### src/hw/wave_seq_pkg.sv
// What this block does
// - trigger starts playback at slot offset 0x03
// - after waveform done, advance to next slot
// - zero identifier ends sequence immediately
// - slots are 8-bit read/write, reset zero
//
// Purpose: constants for the waveform sequence slot bank
// Assumes: one register clock, synchronous active-low reset
// Notes:   slot offsets are byte register addresses of the serial port
package wave_seq_pkg;
  localparam int          SLOT_COUNT  = 8;              // slots per sequence
  localparam int          SLOT_WIDTH  = 8;              // identifier width
  localparam int          ADDR_WIDTH  = 8;              // register address width
  localparam int          IDX_WIDTH   = 3;              // slot index width
  localparam logic [7:0]  SLOT_BASE   = 8'h03;          // first slot offset
  localparam logic [7:0]  SLOT_RESET  = 8'h00;          // slot reset value
  localparam logic [7:0]  ID_END      = 8'h00;          // terminating identifier
  localparam logic [7:0]  OFS_SLOT_FOUR = 8'h07;        // sequence_slot_four
  localparam logic [7:0]  OFS_SLOT_FIVE = 8'h08;        // sequence_slot_five
  localparam logic [7:0]  OFS_SLOT_SIX  = 8'h09;        // sequence_slot_six
  localparam logic [2:0]  IDX_FIRST   = 3'h0;           // first slot index
  localparam logic [2:0]  IDX_LAST    = 3'h7;           // last slot index
  localparam logic [2:0]  IDX_STEP    = 3'h1;           // slot increment

  // sequencer states
  typedef enum logic [1:0] {
    ST_IDLE  = 2'b00,  // waiting for trigger
    ST_FETCH = 2'b01,  // reading current slot
    ST_PLAY  = 2'b10   // waveform playing
  } seq_state_t;
endpackage

### src/hw/slot_bank.sv
// Purpose: byte-wide sequence slot storage with read mux
// Assumes: write strobe and read index from the register port, same clock
// Notes:   second read port serves the sequencer fetch
`timescale 1ns/10ps
module slot_bank #(
  parameter int NUM = wave_seq_pkg::SLOT_COUNT  // number of slots
) (
  input  wire logic                                i_clk_sys,  // system clock
  input  wire logic                                i_nrst,     // sync reset, active low
  input  wire logic                                i_wr,       // write strobe
  input  wire logic [wave_seq_pkg::IDX_WIDTH-1:0]  i_wr_idx,   // write slot index
  input  wire logic [wave_seq_pkg::SLOT_WIDTH-1:0] i_wr_data,  // write data
  input  wire logic [wave_seq_pkg::IDX_WIDTH-1:0]  i_rd_idx,   // host read index
  input  wire logic [wave_seq_pkg::IDX_WIDTH-1:0]  i_seq_idx,  // sequencer read index
  output logic      [wave_seq_pkg::SLOT_WIDTH-1:0] o_rd_data,  // host read data
  output logic      [wave_seq_pkg::SLOT_WIDTH-1:0] o_seq_data  // sequencer read data
);
  logic [wave_seq_pkg::SLOT_WIDTH-1:0] slot_r [NUM];  // slot storage

  ////////////////////////////////////////////////////////////////////////////
  // one register per slot, cleared on reset
  for (genvar g = 0; g < NUM; g++) begin : g_slot
    always_ff @(posedge i_clk_sys) begin
      if (!i_nrst) begin
        slot_r[g] <= wave_seq_pkg::SLOT_RESET;
      end else if (i_wr && (i_wr_idx == wave_seq_pkg::IDX_WIDTH'(g))) begin
        slot_r[g] <= i_wr_data;
      end
    end
  end

  ////////////////////////////////////////////////////////////////////////////
  // read ports are plain muxes
  assign o_rd_data  = slot_r[i_rd_idx];
  assign o_seq_data = slot_r[i_seq_idx];
endmodule  // slot_bank

### src/hw/wave_seq_slots.sv
// Purpose: waveform sequence slots and the slot-walking playback sequencer
// Assumes: register port gives one-cycle write/read strobes on i_clk_sys;
//          the waveform player acknowledges each waveform with a done pulse
// Notes:   read data registered, valid one cycle after the read strobe;
//          a trigger that arrives while a sequence runs is dropped, not queued;
//          identifiers are sampled at fetch, so host writes to later slots
//          still take effect in the running sequence
`timescale 1ns/10ps
module wave_seq_slots (
  input  wire logic       i_clk_sys,    // system clock, 250 MHz
  input  wire logic       i_nrst,       // sync reset, active low
  input  wire logic       i_reg_wr,     // register write strobe
  input  wire logic       i_reg_rd,     // register read strobe
  input  wire logic [7:0] i_reg_addr,   // register address
  input  wire logic [7:0] i_reg_wdata,  // register write data
  output logic      [7:0] o_reg_rdata,  // register read data
  output logic            o_reg_hit,    // address maps to a slot (comb)
  input  wire logic       i_go,         // playback trigger pulse
  output logic            o_busy,       // sequence in progress
  output logic            o_play,       // start-play pulse to the player
  output logic      [7:0] o_wave_id,    // waveform index to play
  input  wire logic       i_play_done   // player finished pulse
);
  localparam int NUM = wave_seq_pkg::SLOT_COUNT;  // slot count

  wave_seq_pkg::seq_state_t state_r;    // sequencer state
  wave_seq_pkg::seq_state_t state_nxt;  // next state
  logic [2:0] idx_r;                    // current slot index
  logic [7:0] rel_addr;                 // address relative to first slot
  logic [7:0] host_data;                // host read mux
  logic [7:0] seq_data;                 // slot under the sequencer
  logic       wr_hit;                   // qualified slot write

  ////////////////////////////////////////////////////////////////////////////
  // address decode: slots occupy 0x03..0x0a contiguously
  assign rel_addr  = i_reg_addr - wave_seq_pkg::SLOT_BASE;
  assign o_reg_hit = (i_reg_addr >= wave_seq_pkg::SLOT_BASE) &&
                     (rel_addr < 8'(NUM));
  // writes outside the slot range are dropped here
  assign wr_hit    = i_reg_wr && o_reg_hit;

  slot_bank #(.NUM(NUM)) u_bank (
    .i_clk_sys  (i_clk_sys),
    .i_nrst     (i_nrst),
    .i_wr       (wr_hit),
    .i_wr_idx   (rel_addr[2:0]),
    .i_wr_data  (i_reg_wdata),
    .i_rd_idx   (rel_addr[2:0]),
    .i_seq_idx  (idx_r),
    .o_rd_data  (host_data),
    .o_seq_data (seq_data)
  );

  ////////////////////////////////////////////////////////////////////////////
  // registered read data; unmapped addresses read zero
  always_ff @(posedge i_clk_sys) begin
    if (!i_nrst) begin
      o_reg_rdata <= wave_seq_pkg::SLOT_RESET;
    end else if (i_reg_rd) begin
      // held between strobes so a slow host can pick it up late
      o_reg_rdata <= o_reg_hit ? host_data : wave_seq_pkg::SLOT_RESET;
    end
  end

  ////////////////////////////////////////////////////////////////////////////
  // sequencer next state: idle, then fetch and play each slot in turn
  always_comb begin
    state_nxt = state_r;  // hold by default
    unique case (state_r)
      wave_seq_pkg::ST_IDLE: begin
        // only idle listens to the trigger, so a retrigger is ignored
        if (i_go) begin
          state_nxt = wave_seq_pkg::ST_FETCH;
        end
      end
      wave_seq_pkg::ST_FETCH: begin
        // zero id ends at once, nothing played
        if (seq_data == wave_seq_pkg::ID_END) begin
          state_nxt = wave_seq_pkg::ST_IDLE;
        end else begin
          state_nxt = wave_seq_pkg::ST_PLAY;
        end
      end
      wave_seq_pkg::ST_PLAY: begin
        // wait for the player; a done pulse in any other state is ignored
        if (i_play_done) begin
          // last slot played: stop, else fetch next
          if (idx_r == wave_seq_pkg::IDX_LAST) begin
            state_nxt = wave_seq_pkg::ST_IDLE;
          end else begin
            state_nxt = wave_seq_pkg::ST_FETCH;
          end
        end
      end
      default: begin
        state_nxt = wave_seq_pkg::ST_IDLE;  // 2'b11 is illegal, recover to idle
      end
    endcase
  end

  // state register
  always_ff @(posedge i_clk_sys) begin
    if (!i_nrst) state_r <= wave_seq_pkg::ST_IDLE;
    else         state_r <= state_nxt;
  end

  // slot pointer: reset to first slot on trigger, step on done
  always_ff @(posedge i_clk_sys) begin
    if (!i_nrst) begin
      idx_r <= wave_seq_pkg::IDX_FIRST;
    end else if (state_r == wave_seq_pkg::ST_IDLE && i_go) begin
      idx_r <= wave_seq_pkg::IDX_FIRST;
    end else if (state_r == wave_seq_pkg::ST_PLAY && i_play_done &&
                 idx_r != wave_seq_pkg::IDX_LAST) begin
      // held at the last slot so the pointer never wraps back to slot 0
      idx_r <= idx_r + wave_seq_pkg::IDX_STEP;
    end
  end

  // play request: id latched at fetch so host writes mid-play are harmless
  always_ff @(posedge i_clk_sys) begin
    if (!i_nrst) begin
      o_play    <= 1'b0;
      o_wave_id <= wave_seq_pkg::ID_END;
    end else begin
      // pulse only for a nonzero id; a zero id plays nothing
      o_play <= (state_r == wave_seq_pkg::ST_FETCH) &&
                (seq_data != wave_seq_pkg::ID_END);
      // id held until the next fetch, the player may read it late
      if (state_r == wave_seq_pkg::ST_FETCH) begin
        o_wave_id <= seq_data;
      end
    end
  end

  // busy straight from the state register, so no extra cycle of lag
  assign o_busy = (state_r != wave_seq_pkg::ST_IDLE);
endmodule  // wave_seq_slots

### config.mk
export PLATFORM = sky130hd
export DESIGN_NAME = wave_seq_slots
export DESIGN_NICKNAME = d
export VERILOG_FILES = /design/src/hw/wave_seq_pkg.sv /design/src/hw/slot_bank.sv /design/src/hw/wave_seq_slots.sv
export SDC_FILE = /design/constraint.sdc
export NUM_CORES = 1
export LEC_CHECK = 0
export ABC_CLOCK_PERIOD_IN_PS = 2800
export BUFFER_PORTS_ARGS = -buffer_cell sky130_fd_sc_hd__buf_4
export CORE_UTILIZATION = 59
export DETAILED_ROUTE_END_ITERATION = 8
export PLACE_DENSITY = 0.79
export SLEW_MARGIN = 20
export SYNTH_ARGS = -nofsm -noshare
export SYNTH_HDL_FRONTEND = slang
export SYNTH_HIERARCHICAL = 1
export SYNTH_SLANG_ARGS = --single-unit
### constraint.sdc
create_clock -name i_clk_sys -period 2.8 [get_ports i_clk_sys]
set_clock_uncertainty 0.1 [all_clocks]
set_input_delay 0.14 -clock i_clk_sys [delete_from_list [all_inputs] [get_ports i_clk_sys]]
set_output_delay 0.14 -clock i_clk_sys [all_outputs]
set_load 0.05 [all_outputs]
==> out/summary.log, run 1 <==
[routing] Pre-Repair DR Iteration Count 4
[clocking] clock buffer count from CTS 9
[yosys] Synth Flop Type edfxtp_1
[sta] final worst path period share 82.96%
[yosys] fraction of post-synthesis cell area in the top cell type by area 43.07%
[sta] pins over their slew limit 0
[grt] met3 Use GR 3.416%
[yosys] YS warnings 6
[die] total number of placement rows 31
[grt] number of global-route vias before repair 2800
[grt] GRT overflow 0
[sta] number of endpoints with negative hold slack in the final report 0
[final_layout] Nets 389
[yosys] leading cell types by count after synthesis edfxtp_1, nor3_1, mux4_1
[yosys] area leader, netlist edfxtp_1
[power_and_ir_drop] Net Switching 667.7 uW
[critical_path] Worst Setup Start Kind flip-flop
[yosys] synthesized net count 348
[power_and_ir_drop] internal power 1.899 mW
[power_and_ir_drop] LEAKAGE 1.773 nW
[grt] total global routing track utilization 26.86%
[clocking] clock-pin transition on the worst setup and hold timing paths 0.08 ns
[placed_design] weighted congestion at the end of routability-driven global placement 0.8108
[yosys] Seq cells post-synth 86
[sta] final worst path period need 2.323 ns
[yosys] cell area after synthesis 4462 um^2
[power_and_ir_drop] Clk network pwr share 28.8%
[final_layout] proportion of layout cells with a drive suffix above 1 26.02%
[power_and_ir_drop] fraction of power consumed by sequential logic 56.7%
[critical_path] Worst EP arrival 2.47 ns
[critical_path] Crit. End Element flip-flop
[sta] maximum clock rate 430.5 MHz
[routing] via density per instance 6.318
[yosys] per-instance average area after synthesis 13.81 um^2
[yosys] proportion of synthesized chip area in sequential cells 52.94%
[yosys] post-synthesis async set-or-reset flop share 0%
[die] count of pins on the block boundary 41
[sta] final setup violation count 0
[routing] vias post-DR 2957
[yosys] biggest area contributors in the synthesized netlist edfxtp_1, mux4_1, dfxtp_1
[die] floorplan die width 88.96 um
[clocking] cell at the root of the clock tree clkbuf_8
[grt] initial antenna violation count 0
[yosys] cell with the most instances after synthesis edfxtp_1
[sta] setup repair after global routing missed its margin false
[yosys] number of standard cells after synthesis 323
[clocking] maximum level of the CTS H-tree 3
[sta] Worst slew margin 53.47%
[clocking] CTS tree built
[outcome] outcome completed
[run] max capacitance violation total 0
[sta] sum of negative setup slack 0 ns
[routing] Iter 0 DRT Violations 293
[yosys] Synth cell types 35
[power_and_ir_drop] Peak supply drop 0.0002660 V
[critical_path] Worst Path Required 2.95 ns
[yosys] number of enable flip-flop cells after synthesis 64
[critical_path] largest driver fanout on the critical path 12
[power_and_ir_drop] Pwr Density 508.1 nW/um^2
[sta] worst slew pin tran 0.6937 ns
[grt] largest net degree at the start of global routing 38
[grt] met1 routing resource usage after global routing 38.70%
[clocking] clock network latency to the later pin of the worst-skew pair 0.35 ns
[grt] met2 demand-to-capacity share in global routing 43.15%
[grt] GRT busiest layer met2
[final_layout] number of inserted filler cells in the final layout 510
[hold_path] type of the worst min-delay path input port to flip-flop
[grt] first-pass GRT wire length 15120 um
[die] Starting Density 61.19%
[sta] Worst Hold Slack 0.01791 ns
[placed_design] post-DP HPWL 6608 um
[final_layout] growth of design area from synthesis to finish 13.21%
[power_and_ir_drop] part of the total power dissipated in combinational logic 14.5%
[die] DIE HEIGHT 88.96 um
[clocking] largest buffer count on any clock path 2
[clocking] count of cells resized by post-cts repair 0
[die] CORE AREA 7292 um^2
[power_and_ir_drop] switching fraction of total power 26.02%
[routing] remaining design rule violation count 0
[critical_path] Critical Setup Path Class flip-flop to flip-flop
[routing] number of antenna-violating nets in the routed design 0
[final_layout] number of diodes added for antenna fixing 0
[routing] DRT Wirelength 9687 um
[placed_design] count of input and output buffers 40
[die] die area 7914 um^2
[routing] routed wirelength normalized by instance count 20.70 um
[clocking] CTS sink cnt 86
-- layout make-up --
type	count	area (um^2)	share of cell area [%]
sequential	86	2362	46.77
multi-input combinational	196	1909	37.80
timing repair buffer	61	460.4	9.116
clock buffer	11	131.4	2.601
tap	99	123.9	2.452
inverter	10	37.54	0.7431
clock inverter	5	26.28	0.5202
-- flip-flops by register name, indices dropped and copies added (netlist names) --
register / count
o_play: 1
state_r: 2
u_bank/slot_r: 64
idx_r: 3
o_wave_id: 8
o_reg_rdata: 8
-- power by group through the flow --
stage	clock [mW]	combinational [mW]	sequential, mW
after floorplan	0	0.226	1.50
final	0.739	0.371	1.46
after CTS	0.754	0.370	1.46
after global placement	0	0.360	1.48
after detailed placement	0	0.367	1.48
after global routing	0.802	0.393	1.46
-- routing by layer --
layer	vias to the layer above	part of all wire [%]	wire length, um
met5	-	0	0
li1	1379	-	-
met2	117	49	4717
met4	0	1.4	134
met1	1450	44	4247
met3	11	6.1	587
-- critical path: stages (launching register included) --
cell     delay, ns
dfxtp_1       0.34
buf_4         0.24
mux4_1        0.61
mux2_2        0.31
nor4_1        0.30
a21oi_1       0.13
o21a_1        0.19
-- what timing repair did --
item	4_1_cts	5_1_grt
hold buffers	1	0
endpoints found under the hold margin	1	0
setup buffers	0	0
-- cell families (layout without fill, tap and decap cells) --
group	after synthesis	after routing	share of synthesized area [%]
XOR/XNOR	2	2	0.3927
AND/OR/NAND/NOR	111	111	13.15
buffers and inverters	41	87	4.627
multiplexers	51	51	23.30
AO/OA/AOI/OAI	29	29	4.739
adder cells (fa/ha/maj)	3	3	0.8414
flip-flops	86	86	52.94
-- placed cells by master, fill, tap and decap left out, types with 2 or more instances in the layout --
cell / n
inv_1: 10
nor2_1: 6
mux2_2: 16
ha_1: 3
xnor2_1: 2
mux2i_1: 3
nor3b_1: 2
nor3_1: 49
o21ai_0: 7
and2_1: 2
nor2b_1: 3
nand2b_1: 4
dfxtp_1: 22
clkbuf_1: 2
mux4_2: 3
buf_4: 60
clkinv_2: 3
clkbuf_8: 9
a21boi_0: 8
edfxtp_1: 64
mux4_1: 29
a22o_1: 8
nor4_1: 19
nand2_1: 20
-- metrics by stage --
stage | cells | setup slack [ns] | instance area (um^2) | total power [mW] | util, %
floorplan | 323 | 0.09663 | 4478 | 1.724 | -
global placement | 451 | 0.5031 | 4883 | 1.838 | 66.97
detailed placement | 451 | 0.4597 | 4883 | 1.852 | 66.97
CTS | 468 | 0.4398 | 5051 | 2.580 | 69.27
global route | 468 | 0.3674 | 5051 | 2.659 | 69.27
finish | 468 | 0.4770 | 5051 | 2.566 | 69.27
-- path summary, 6_finish.rpt --
kind	startpoint	endpoint	slack, ns	cells after the start
setup reg to reg	idx_r[0]	state_r[1]	0.48	6
setup / recovery	idx_r[0]	state_r[1]	0.48	6
hold reg to reg	o_wave_id[1]	o_wave_id[1]	0.37	2
hold / removal	i_go	state_r[0]	0.02	3
No activity file was read; power rests on OpenSTA's default activity.
==> run 2, diff against run 1 <==
--- a/config.mk
+++ b/config.mk
@@ -5,11 +5,12 @@
 export SDC_FILE = /design/constraint.sdc
 export NUM_CORES = 1
 export LEC_CHECK = 0
-export ABC_CLOCK_PERIOD_IN_PS = 2800
+export ABC_AREA = 1
+export ABC_CLOCK_PERIOD_IN_PS = 2400
 export BUFFER_PORTS_ARGS = -buffer_cell sky130_fd_sc_hd__buf_4
-export CORE_UTILIZATION = 59
+export CORE_UTILIZATION = 60
 export DETAILED_ROUTE_END_ITERATION = 8
-export PLACE_DENSITY = 0.79
+export PLACE_DENSITY = 0.8
 export SLEW_MARGIN = 20
 export SYNTH_ARGS = -nofsm -noshare
 export SYNTH_HDL_FRONTEND = slang
==> constraint.sdc (replaced) <==
create_clock -name i_clk_sys -period 2.4 [get_ports i_clk_sys]
set_clock_uncertainty 0.1 [all_clocks]
set_input_delay 0.12 -clock i_clk_sys [delete_from_list [all_inputs] [get_ports i_clk_sys]]
set_output_delay 0.12 -clock i_clk_sys [all_outputs]
set_load 0.05 [all_outputs]
==> out/summary.log, run 2 <==
[grt] largest net degree at the start of global routing 36 [-5.3%]
[outcome] outcome completed
[die] CORE AREA 7848 um^2 [+7.6%]
[sta] final worst path period share 81.36% [-1.6 points]
[clocking] largest buffer count on any clock path 2 [unchanged]
[placed_design] post-DP HPWL 8780 um [+33%]
[power_and_ir_drop] post-layout power 3.329 mW [+30%]
[yosys] number of enable flip-flop cells after synthesis 64 [unchanged]
[critical_path] Worst Setup Start Kind flip-flop
[final_layout] top register by number of flip-flops u_bank/slot_r
[yosys] leading cell types by count after synthesis nand2_1, nor2_1, inv_1
[die] Starting Density 62.79% [+1.6 points]
[sta] worst-case setup margin in the final layout 0.4473 ns [-0.02973 ns]
[routing] top routing layer in use met4
[die] DIE HEIGHT 92.62 um [+4.1%]
[yosys] synthesized net count 692 [+99%]
[critical_path] logic depth of the worst path, buffers included 10 [+4]
[clocking] clock buffer count from CTS 9 [unchanged]
[final_layout] area of the multi-input gates 2054 um^2 [+7.6%]
[critical_path] Worst Path Required 2.56 ns [-0.39 ns]
[sta] worst slew pin tran 0.6437 ns [-0.05002 ns]
[placed_design] count of input and output buffers 40 [unchanged]
[final_layout] Util after Layout 69.93% [+0.66 points]
[routing] vias post-DR 4430 [+50%]
[yosys] Post-Synth Simple-Gate Area 36.97% [+24 points]
[sta] setup repair after global routing missed its margin false
[routing] DRT Wirelength 12460 um [+29%]
[die] floorplan die width 92.62 um [+4.1%]
[critical_path] capturing element of the worst setup path state_r[1]
[critical_path] Worst EP arrival 2.11 ns [-0.36 ns]
[die] die area 8578 um^2 [+8.4%]
[critical_path] maximum single-stage delay on the critical path 0.60 ns [about the same]
[yosys] area leader, netlist edfxtp_1
[routing] Pre-Repair DR Iteration Count 6 [+2]
[critical_path] cell depth of the worst flop-to-flop path 10 [+4]
[yosys] Synth cell types 26 [-26%]
[sta] pins over their slew limit 0 [unchanged]
[final_layout] number of inserted filler cells in the final layout 633 [+24%]
[critical_path] largest driver fanout on the critical path 16 [+4]
[yosys] number of standard cells after synthesis 667 [+110%]
[sta] maximum clock rate 512.1 MHz [+19%]
[final_layout] most frequent standard cell in the layout excluding fill and tap cells nand2_1
[routing] routed wirelength normalized by instance count 15.38 um [-26%]
[critical_path] internal reg-to-reg setup slack 0.45 ns [-0.03 ns]
[clocking] clock network latency to the later pin of the worst-skew pair 0.37 ns [+0.02 ns]
[yosys] per-instance average area after synthesis 7.387 um^2 [-47%]
[placed_design] instance count after placement with tap cells included 791 [+75%]
[yosys] area share of xor/xnor cells in the synthesized design 0.1778% [-0.21 points]
[yosys] main combinational cell family by area after synthesis simple AND/OR/NAND/NOR gates
[critical_path] most frequent cell on the critical path nand2_1
[final_layout] proportion of layout cells with a drive suffix above 1 12.43% [-14 points]
[yosys] fraction of post-synthesis cell area in the top cell type by area 39.00% [-4.1 points]
[routing] remaining design rule violation count 0 [unchanged]
[routing] number of antenna-violating nets in the routed design 0 [unchanged]
[critical_path] delay-heaviest family, CP simple AND/OR/NAND/NOR gates
[grt] GRT overflow 0 [unchanged]
[yosys] Seq cells post-synth 86 [unchanged]
[hold_path] type of the worst min-delay path input port to flip-flop
[yosys] cell area after synthesis 4927 um^2 [+10%]
[sta] sum of negative setup slack 0 ns [unchanged]
[critical_path] Critical Setup Path Class flip-flop to flip-flop
[clocking] count of cells resized by post-cts repair 0 [unchanged]
[final_layout] number of diodes added for antenna fixing 0 [unchanged]
[final_layout] fin area 5488 um^2 [+8.6%]
[critical_path] Buf/Inv on CP 1 [unchanged]
[clocking] clock-pin transition on the worst setup and hold timing paths 0.09 ns [about the same]
[power_and_ir_drop] Pwr Density 606.6 nW/um^2 [+19%]
[yosys] Synth Flop Type edfxtp_1
[run] max capacitance violation total 0 [unchanged]
[yosys] cell with the most instances after synthesis nand2_1
[critical_path] launch point of the worst path idx_r[1]
[routing] via density per instance 5.469 [-13%]
[sta] final setup violation count 0 [unchanged]
[power_and_ir_drop] LEAKAGE 2.674 nW [+51%]
[die] count of pins on the block boundary 41 [unchanged]
[routing] Iter 0 DRT Violations 714 [+140%]
[yosys] post-synthesis async set-or-reset flop share 0% [unchanged]
[power_and_ir_drop] Peak supply drop 0.0004906 V [+84%]
[critical_path] worst flop-to-flop path startpoint idx_r[1]
[yosys] compound-cell area share of the yosys netlist 3.784% [-0.96 points]
[placed_design] Post-DP Area 5278 um^2 [+8.1%]
[grt] total global routing track utilization 30.99% [+4.1 points]
[final_layout] growth of design area from synthesis to finish 11.38%
[final_layout] highest-count cells in the layout ignoring fill and taps nand2_1, nor2_1, inv_1
[clocking] CTS sink cnt 86 [unchanged]
[yosys] YS warnings 6 [unchanged]
[grt] first-pass GRT wire length 19880 um [+31%]
[clocking] CTS tree built
[critical_path] Crit. End Element flip-flop
[critical_path] series of cell instances along the critical path inv_2, nand3_1, nand2_1, nand2_1, nand2_1, nor2_1, nand4_1, and2_1, nand2_1, o21ai_0
[final_layout] max FFs per register 64 [unchanged]
[grt] number of global-route vias before repair 4008 [+43%]
[yosys] proportion of synthesized area in mux cells 0% [-23 points]
[clocking] maximum level of the CTS H-tree 3 [unchanged]
[routing] routed length on met3 1136 um [+94%]
[critical_path] capture point of the worst reg-to-reg path state_r[1]
[final_layout] Top Registers u_bank/slot_r: 64 flops, o_reg_rdata: 8 flops, o_wave_id: 8 flops
[critical_path] slowest stage cell, crit path dfxtp_1
[grt] initial antenna violation count 0 [unchanged]
[placed_design] weighted congestion at the end of routability-driven global placement 0.9530 [+18%]
[die] total number of placement rows 32 [+3.2%]
[sta] Worst slew margin 57.09% [+3.6 points]
[clocking] cell at the root of the clock tree clkbuf_8
[final_layout] register area 2362 um^2 [unchanged]
[sta] number of endpoints with negative hold slack in the final report 0 [unchanged]
[sta] final worst path period need 1.953 ns [-0.3703 ns]
[final_layout] number of standard cells in the final layout excluding fillers 810 [+73%]
[yosys] proportion of synthesized chip area in sequential cells 47.94% [-5.0 points]
[yosys] biggest area contributors in the synthesized netlist edfxtp_1, nand2_1, dfxtp_1
[sta] Worst Hold Slack 0.1203 ns [+0.1024 ns]
[yosys] adder and majority gate portion of the synthesized area 0.7618% [-0.079 points]
[routing] met2 routed wirelength 5567 um [+18%]
[placed_design] worst slack at placement 0.1377 ns [-0.3220 ns]
[final_layout] Nets 728 [+87%]
[routing] routed metal-1 wirelength 5364 um [+26%]
run 2: changes by cell type in the layout (fill, tap and decap cells not counted), sizes merged, moves of 20 or more:
cell,previous run,this run
inv,10,99
mux4,32,0
nand2,20,232
nand3,1,74
nor2,6,101
nor3,50,0
nor4,20,0
run 2: cell families after synthesis:
logic type                 Yosys count
buffers and inverters              124
xor gates and xnor gates             1
adders and majority gates            3
and+or+nand+nor                    417
DFF                                 86
AOI/OAI and AO/OA                   36
run 2: timing repair:
| item | in CTS | in global routing |
|---|---|---|
| setup endpoints to repair | 0 | 0 |
| hold buffers | 3 | 0 |
| hold endpoints to repair | 13 | 0 |
| setup buffers | 0 | 0 |
run 2: per-layer routing:
layer,vias to the layer above,GRT usage [%]
met3,34,5.829
li1,2160,-
met5,-,0
met4,0,14.74
met1,1966,42.67
met2,270,47.35
run 2: area by class of cell:
class                      count  share of cell area, %
timing repair buffer          52                  7.250
clock inverter                 7                  1.026
clock buffer                   9                  2.257
tap                          102                  2.326
inverter                      97                  6.658
multi-input combinational    457                  37.44
sequential                    86                  43.05
run 2: tightest hold or removal path, cell delays in order:
cell and delay (ns):
buf_4 0.26, nand2_1 0.12, a211oi_1 0.04
run 2: worst min path at each step:
stage	cells past startpoint	endpoint	startpoint
global route	3	state_r[0]	i_nrst
global placement	2	o_reg_rdata[0]	i_reg_rd
detailed placement	2	o_reg_rdata[7]	i_reg_rd
floorplan	2	o_reg_rdata[0]	i_reg_rd
CTS	3	state_r[0]	i_nrst
finish	3	state_r[0]	i_nrst
run 2: where the power goes:
group	switching [mW]	internal [mW]	total (mW)
Clock	0.563	0.388	0.952
Combinational	0.468	0.191	0.659
Sequential	0.0405	1.68	1.72
==> run 3, diff against run 2 <==
--- a/config.mk
+++ b/config.mk
@@ -6,11 +6,11 @@
 export NUM_CORES = 1
 export LEC_CHECK = 0
 export ABC_AREA = 1
-export ABC_CLOCK_PERIOD_IN_PS = 2400
+export ABC_CLOCK_PERIOD_IN_PS = 1580
 export BUFFER_PORTS_ARGS = -buffer_cell sky130_fd_sc_hd__buf_4
-export CORE_UTILIZATION = 60
+export CORE_UTILIZATION = 54
 export DETAILED_ROUTE_END_ITERATION = 8
-export PLACE_DENSITY = 0.8
+export PLACE_DENSITY = 0.76
 export SLEW_MARGIN = 20
 export SYNTH_ARGS = -nofsm -noshare
 export SYNTH_HDL_FRONTEND = slang
==> constraint.sdc (replaced) <==
create_clock -name i_clk_sys -period 1.58 [get_ports i_clk_sys]
set_clock_uncertainty 0.1 [all_clocks]
set_input_delay 0.079 -clock i_clk_sys [delete_from_list [all_inputs] [get_ports i_clk_sys]]
set_output_delay 0.079 -clock i_clk_sys [all_outputs]
set_load 0.05 [all_outputs]
==> out/summary.log, run 3 (synthesis results as in run 2) <==
[outcome] outcome finished with violations
[outcome] violated checks setup timing
[die] DIE HEIGHT 97.52 um [+5.3%]
[sta] Worst Hold Slack 0.05780 ns [-0.06247 ns]
[final_layout] growth of design area from synthesis to finish 28.69%
[sta] worst slew pin tran 0.4205 ns [-0.2232 ns]
[final_layout] top register by number of flip-flops u_bank/slot_r
[sta] final worst path period need 1.691 ns [-0.2615 ns]
[routing] remaining design rule violation count 0 [unchanged]
[grt] total global routing track utilization 28.74% [-2.3 points]
[routing] DRT Wirelength 13750 um [+10%]
[routing] via density per instance 5.317 [-2.8%]
[critical_path] internal reg-to-reg setup slack -0.11 ns [-0.56 ns]
[critical_path] Worst EP arrival 1.86 ns [-0.25 ns]
[sta] number of endpoints with negative hold slack in the final report 0 [unchanged]
[critical_path] Worst Path Required 1.75 ns [-0.81 ns]
[clocking] CTS tree built
[clocking] largest buffer count on any clock path 2 [unchanged]
[sta] setup repair after global routing missed its margin true
[final_layout] number of diodes added for antenna fixing 0 [unchanged]
[die] Starting Density 56.23% [-6.6 points]
[final_layout] proportion of layout cells with a drive suffix above 1 28.19% [+16 points]
[placed_design] post-DP HPWL 9787 um [+11%]
[power_and_ir_drop] LEAKAGE 3.022 nW [+13%]
[grt] initial antenna violation count 0 [unchanged]
[placed_design] count of input and output buffers 40 [unchanged]
[critical_path] delay-heaviest family, CP simple AND/OR/NAND/NOR gates
[critical_path] most frequent cell on the critical path nand2_1
[sta] final setup violation count 8 [+8]
[power_and_ir_drop] Pwr Density 843.1 nW/um^2 [+39%]
[clocking] clock-pin transition on the worst setup and hold timing paths 0.10 ns [about the same]
[critical_path] series of cell instances along the critical path buf_6, nand2_1, nand3_1, nand2_2, nand2_1, nand2_1, nor2_1, nand4_1, and2_1, nand2_1, o21ai_1
[critical_path] Crit. End Element flip-flop
[die] count of pins on the block boundary 41 [unchanged]
[die] CORE AREA 8763 um^2 [+12%]
[routing] vias post-DR 4610 [+4.1%]
[sta] maximum clock rate 591.3 MHz [+15%]
[final_layout] max FFs per register 64 [unchanged]
[routing] Pre-Repair DR Iteration Count 6 [unchanged]
[routing] Iter 0 DRT Violations 439 [-39%]
[die] die area 9510 um^2 [+11%]
[hold_path] type of the worst min-delay path input port to flip-flop
[critical_path] maximum single-stage delay on the critical path 0.49 ns [-0.11 ns]
[power_and_ir_drop] post-layout power 5.346 mW [+61%]
[run] max capacitance violation total 0 [unchanged]
[critical_path] Critical Setup Path Class flip-flop to flip-flop
[grt] first-pass GRT wire length 21050 um [+5.9%]
[critical_path] Buf/Inv on CP 1 [unchanged]
[clocking] clock buffer count from CTS 9 [unchanged]
[clocking] CTS sink cnt 86 [unchanged]
[critical_path] slowest stage cell, crit path dfxtp_4
[clocking] clock network latency to the later pin of the worst-skew pair 0.37 ns [about the same]
[critical_path] Worst Setup Start Kind flip-flop
[die] total number of placement rows 34 [+6.3%]
[final_layout] number of standard cells in the final layout excluding fillers 867 [+7.0%]
[sta] pins over their slew limit 0 [unchanged]
[final_layout] fin area 6341 um^2 [+16%]
[sta] Worst slew margin 71.97% [+15 points]
[power_and_ir_drop] Peak supply drop 0.0005784 V [+18%]
[clocking] maximum level of the CTS H-tree 3 [unchanged]
[routing] routed wirelength normalized by instance count 15.86 um [+3.1%]
[grt] number of global-route vias before repair 4296 [+7.2%]
[sta] worst-case setup margin in the final layout -0.1113 ns [-0.5585 ns]
[placed_design] instance count after placement with tap cells included 839 [+6.1%]
[final_layout] Nets 779 [+7.0%]
[grt] GRT overflow 0 [unchanged]
[placed_design] weighted congestion at the end of routability-driven global placement 1.021 [+7.1%]
[clocking] cell at the root of the clock tree clkbuf_8
[die] floorplan die width 97.52 um [+5.3%]
[grt] largest net degree at the start of global routing 23 [-36%]
[sta] final worst path period share 107.0% [+26 points]
[final_layout] most frequent standard cell in the layout excluding fill and tap cells nand2_1
[final_layout] Top Registers u_bank/slot_r: 64 flops, o_reg_rdata: 8 flops, o_wave_id: 8 flops
[routing] number of antenna-violating nets in the routed design 0 [unchanged]
[critical_path] largest driver fanout on the critical path 7 [-9]
[placed_design] Post-DP Area 5778 um^2 [+9.5%]
[final_layout] highest-count cells in the layout ignoring fill and taps nand2_1, inv_1, buf_4
## run 3: cell count changes in the layout (fill, tap and decap cells not counted), sizes merged
| cell | delta |
|---|---|
| buf | +48 |
| clkbuf | +4 |
| clkinv | -2 |
| clkinvlp | -1 |
| inv | +2 |
## run 3: area by class of cell
class | count | area (um^2)
fillers | 685 | 2422
clock buffers | 10 | 127.6
inverters | 97 | 374.1
multi-input cells | 457 | 2369
well taps | 108 | 135.1
flip-flops and latches | 86 | 2366
clock inverters | 6 | 51.30
repair buffers | 103 | 918.4
## run 3: through the flow
step / utilization, % / TNS [ns] / setup WS [ns]
floorplan: - / -5.087 / -0.09734
global placement: 65.93 / -17.70 / -0.2267
detailed placement: 65.93 / -21.18 / -0.2567
CTS: 68.59 / -0.2148 / -0.07283
global route: 72.36 / -1.106 / -0.2549
finish: 72.36 / -0.3642 / -0.1113
## run 3: worst paths after layout
| check | startpoint | end | cells past startpoint |
|---|---|---|---|
| worst max-delay path | idx_r[0] | state_r[1] | 11 |
| worst max register to register | idx_r[0] | state_r[1] | 11 |
| worst min-delay path | i_nrst | o_reg_rdata[1] | 3 |
| worst min register to register | o_wave_id[5] | o_wave_id[5] | 2 |
## run 3: power breakdown
part / internal, mW / leakage (nW) / switching [mW] / total [mW]
clock: 0.600 / 0.0887 / 0.873 / 1.47
sequential: 2.55 / 0.789 / 0.0659 / 2.61
combinational: 0.455 / 2.14 / 0.804 / 1.26
total: 3.60 / 3.02 / 1.74 / 5.35
## run 3: per-layer routing
metal | up-vias | track usage [%] | wire, um
li1 | 2263 | - | -
met1 | 2073 | 37.93 | 5772
met2 | 237 | 46.96 | 6641
met3 | 37 | 6.187 | 955
met4 | 0 | 9.729 | 378
met5 | - | 0 | 0
## run 3: worst register-to-register path, stage by stage, from the launching register on
cell and delay, ns:
dfxtp_4 0.49, buf_6 0.16, nand2_1 0.05, nand3_1 0.11, nand2_2 0.07, nand2_1 0.08, nand2_1 0.07, nor2_1 0.10
nand4_1 0.09, and2_1 0.14, nand2_1 0.07, o21ai_1 0.06
## run 3: repair_timing
item                       CTS  global route
hold endpoints to repair    13             0
buffers inserted             0             4
pin swaps                    0            34
gates resized for setup     10            63
cloned                       0             5
setup endpoints to repair    5             5
hold buffers                 3             0
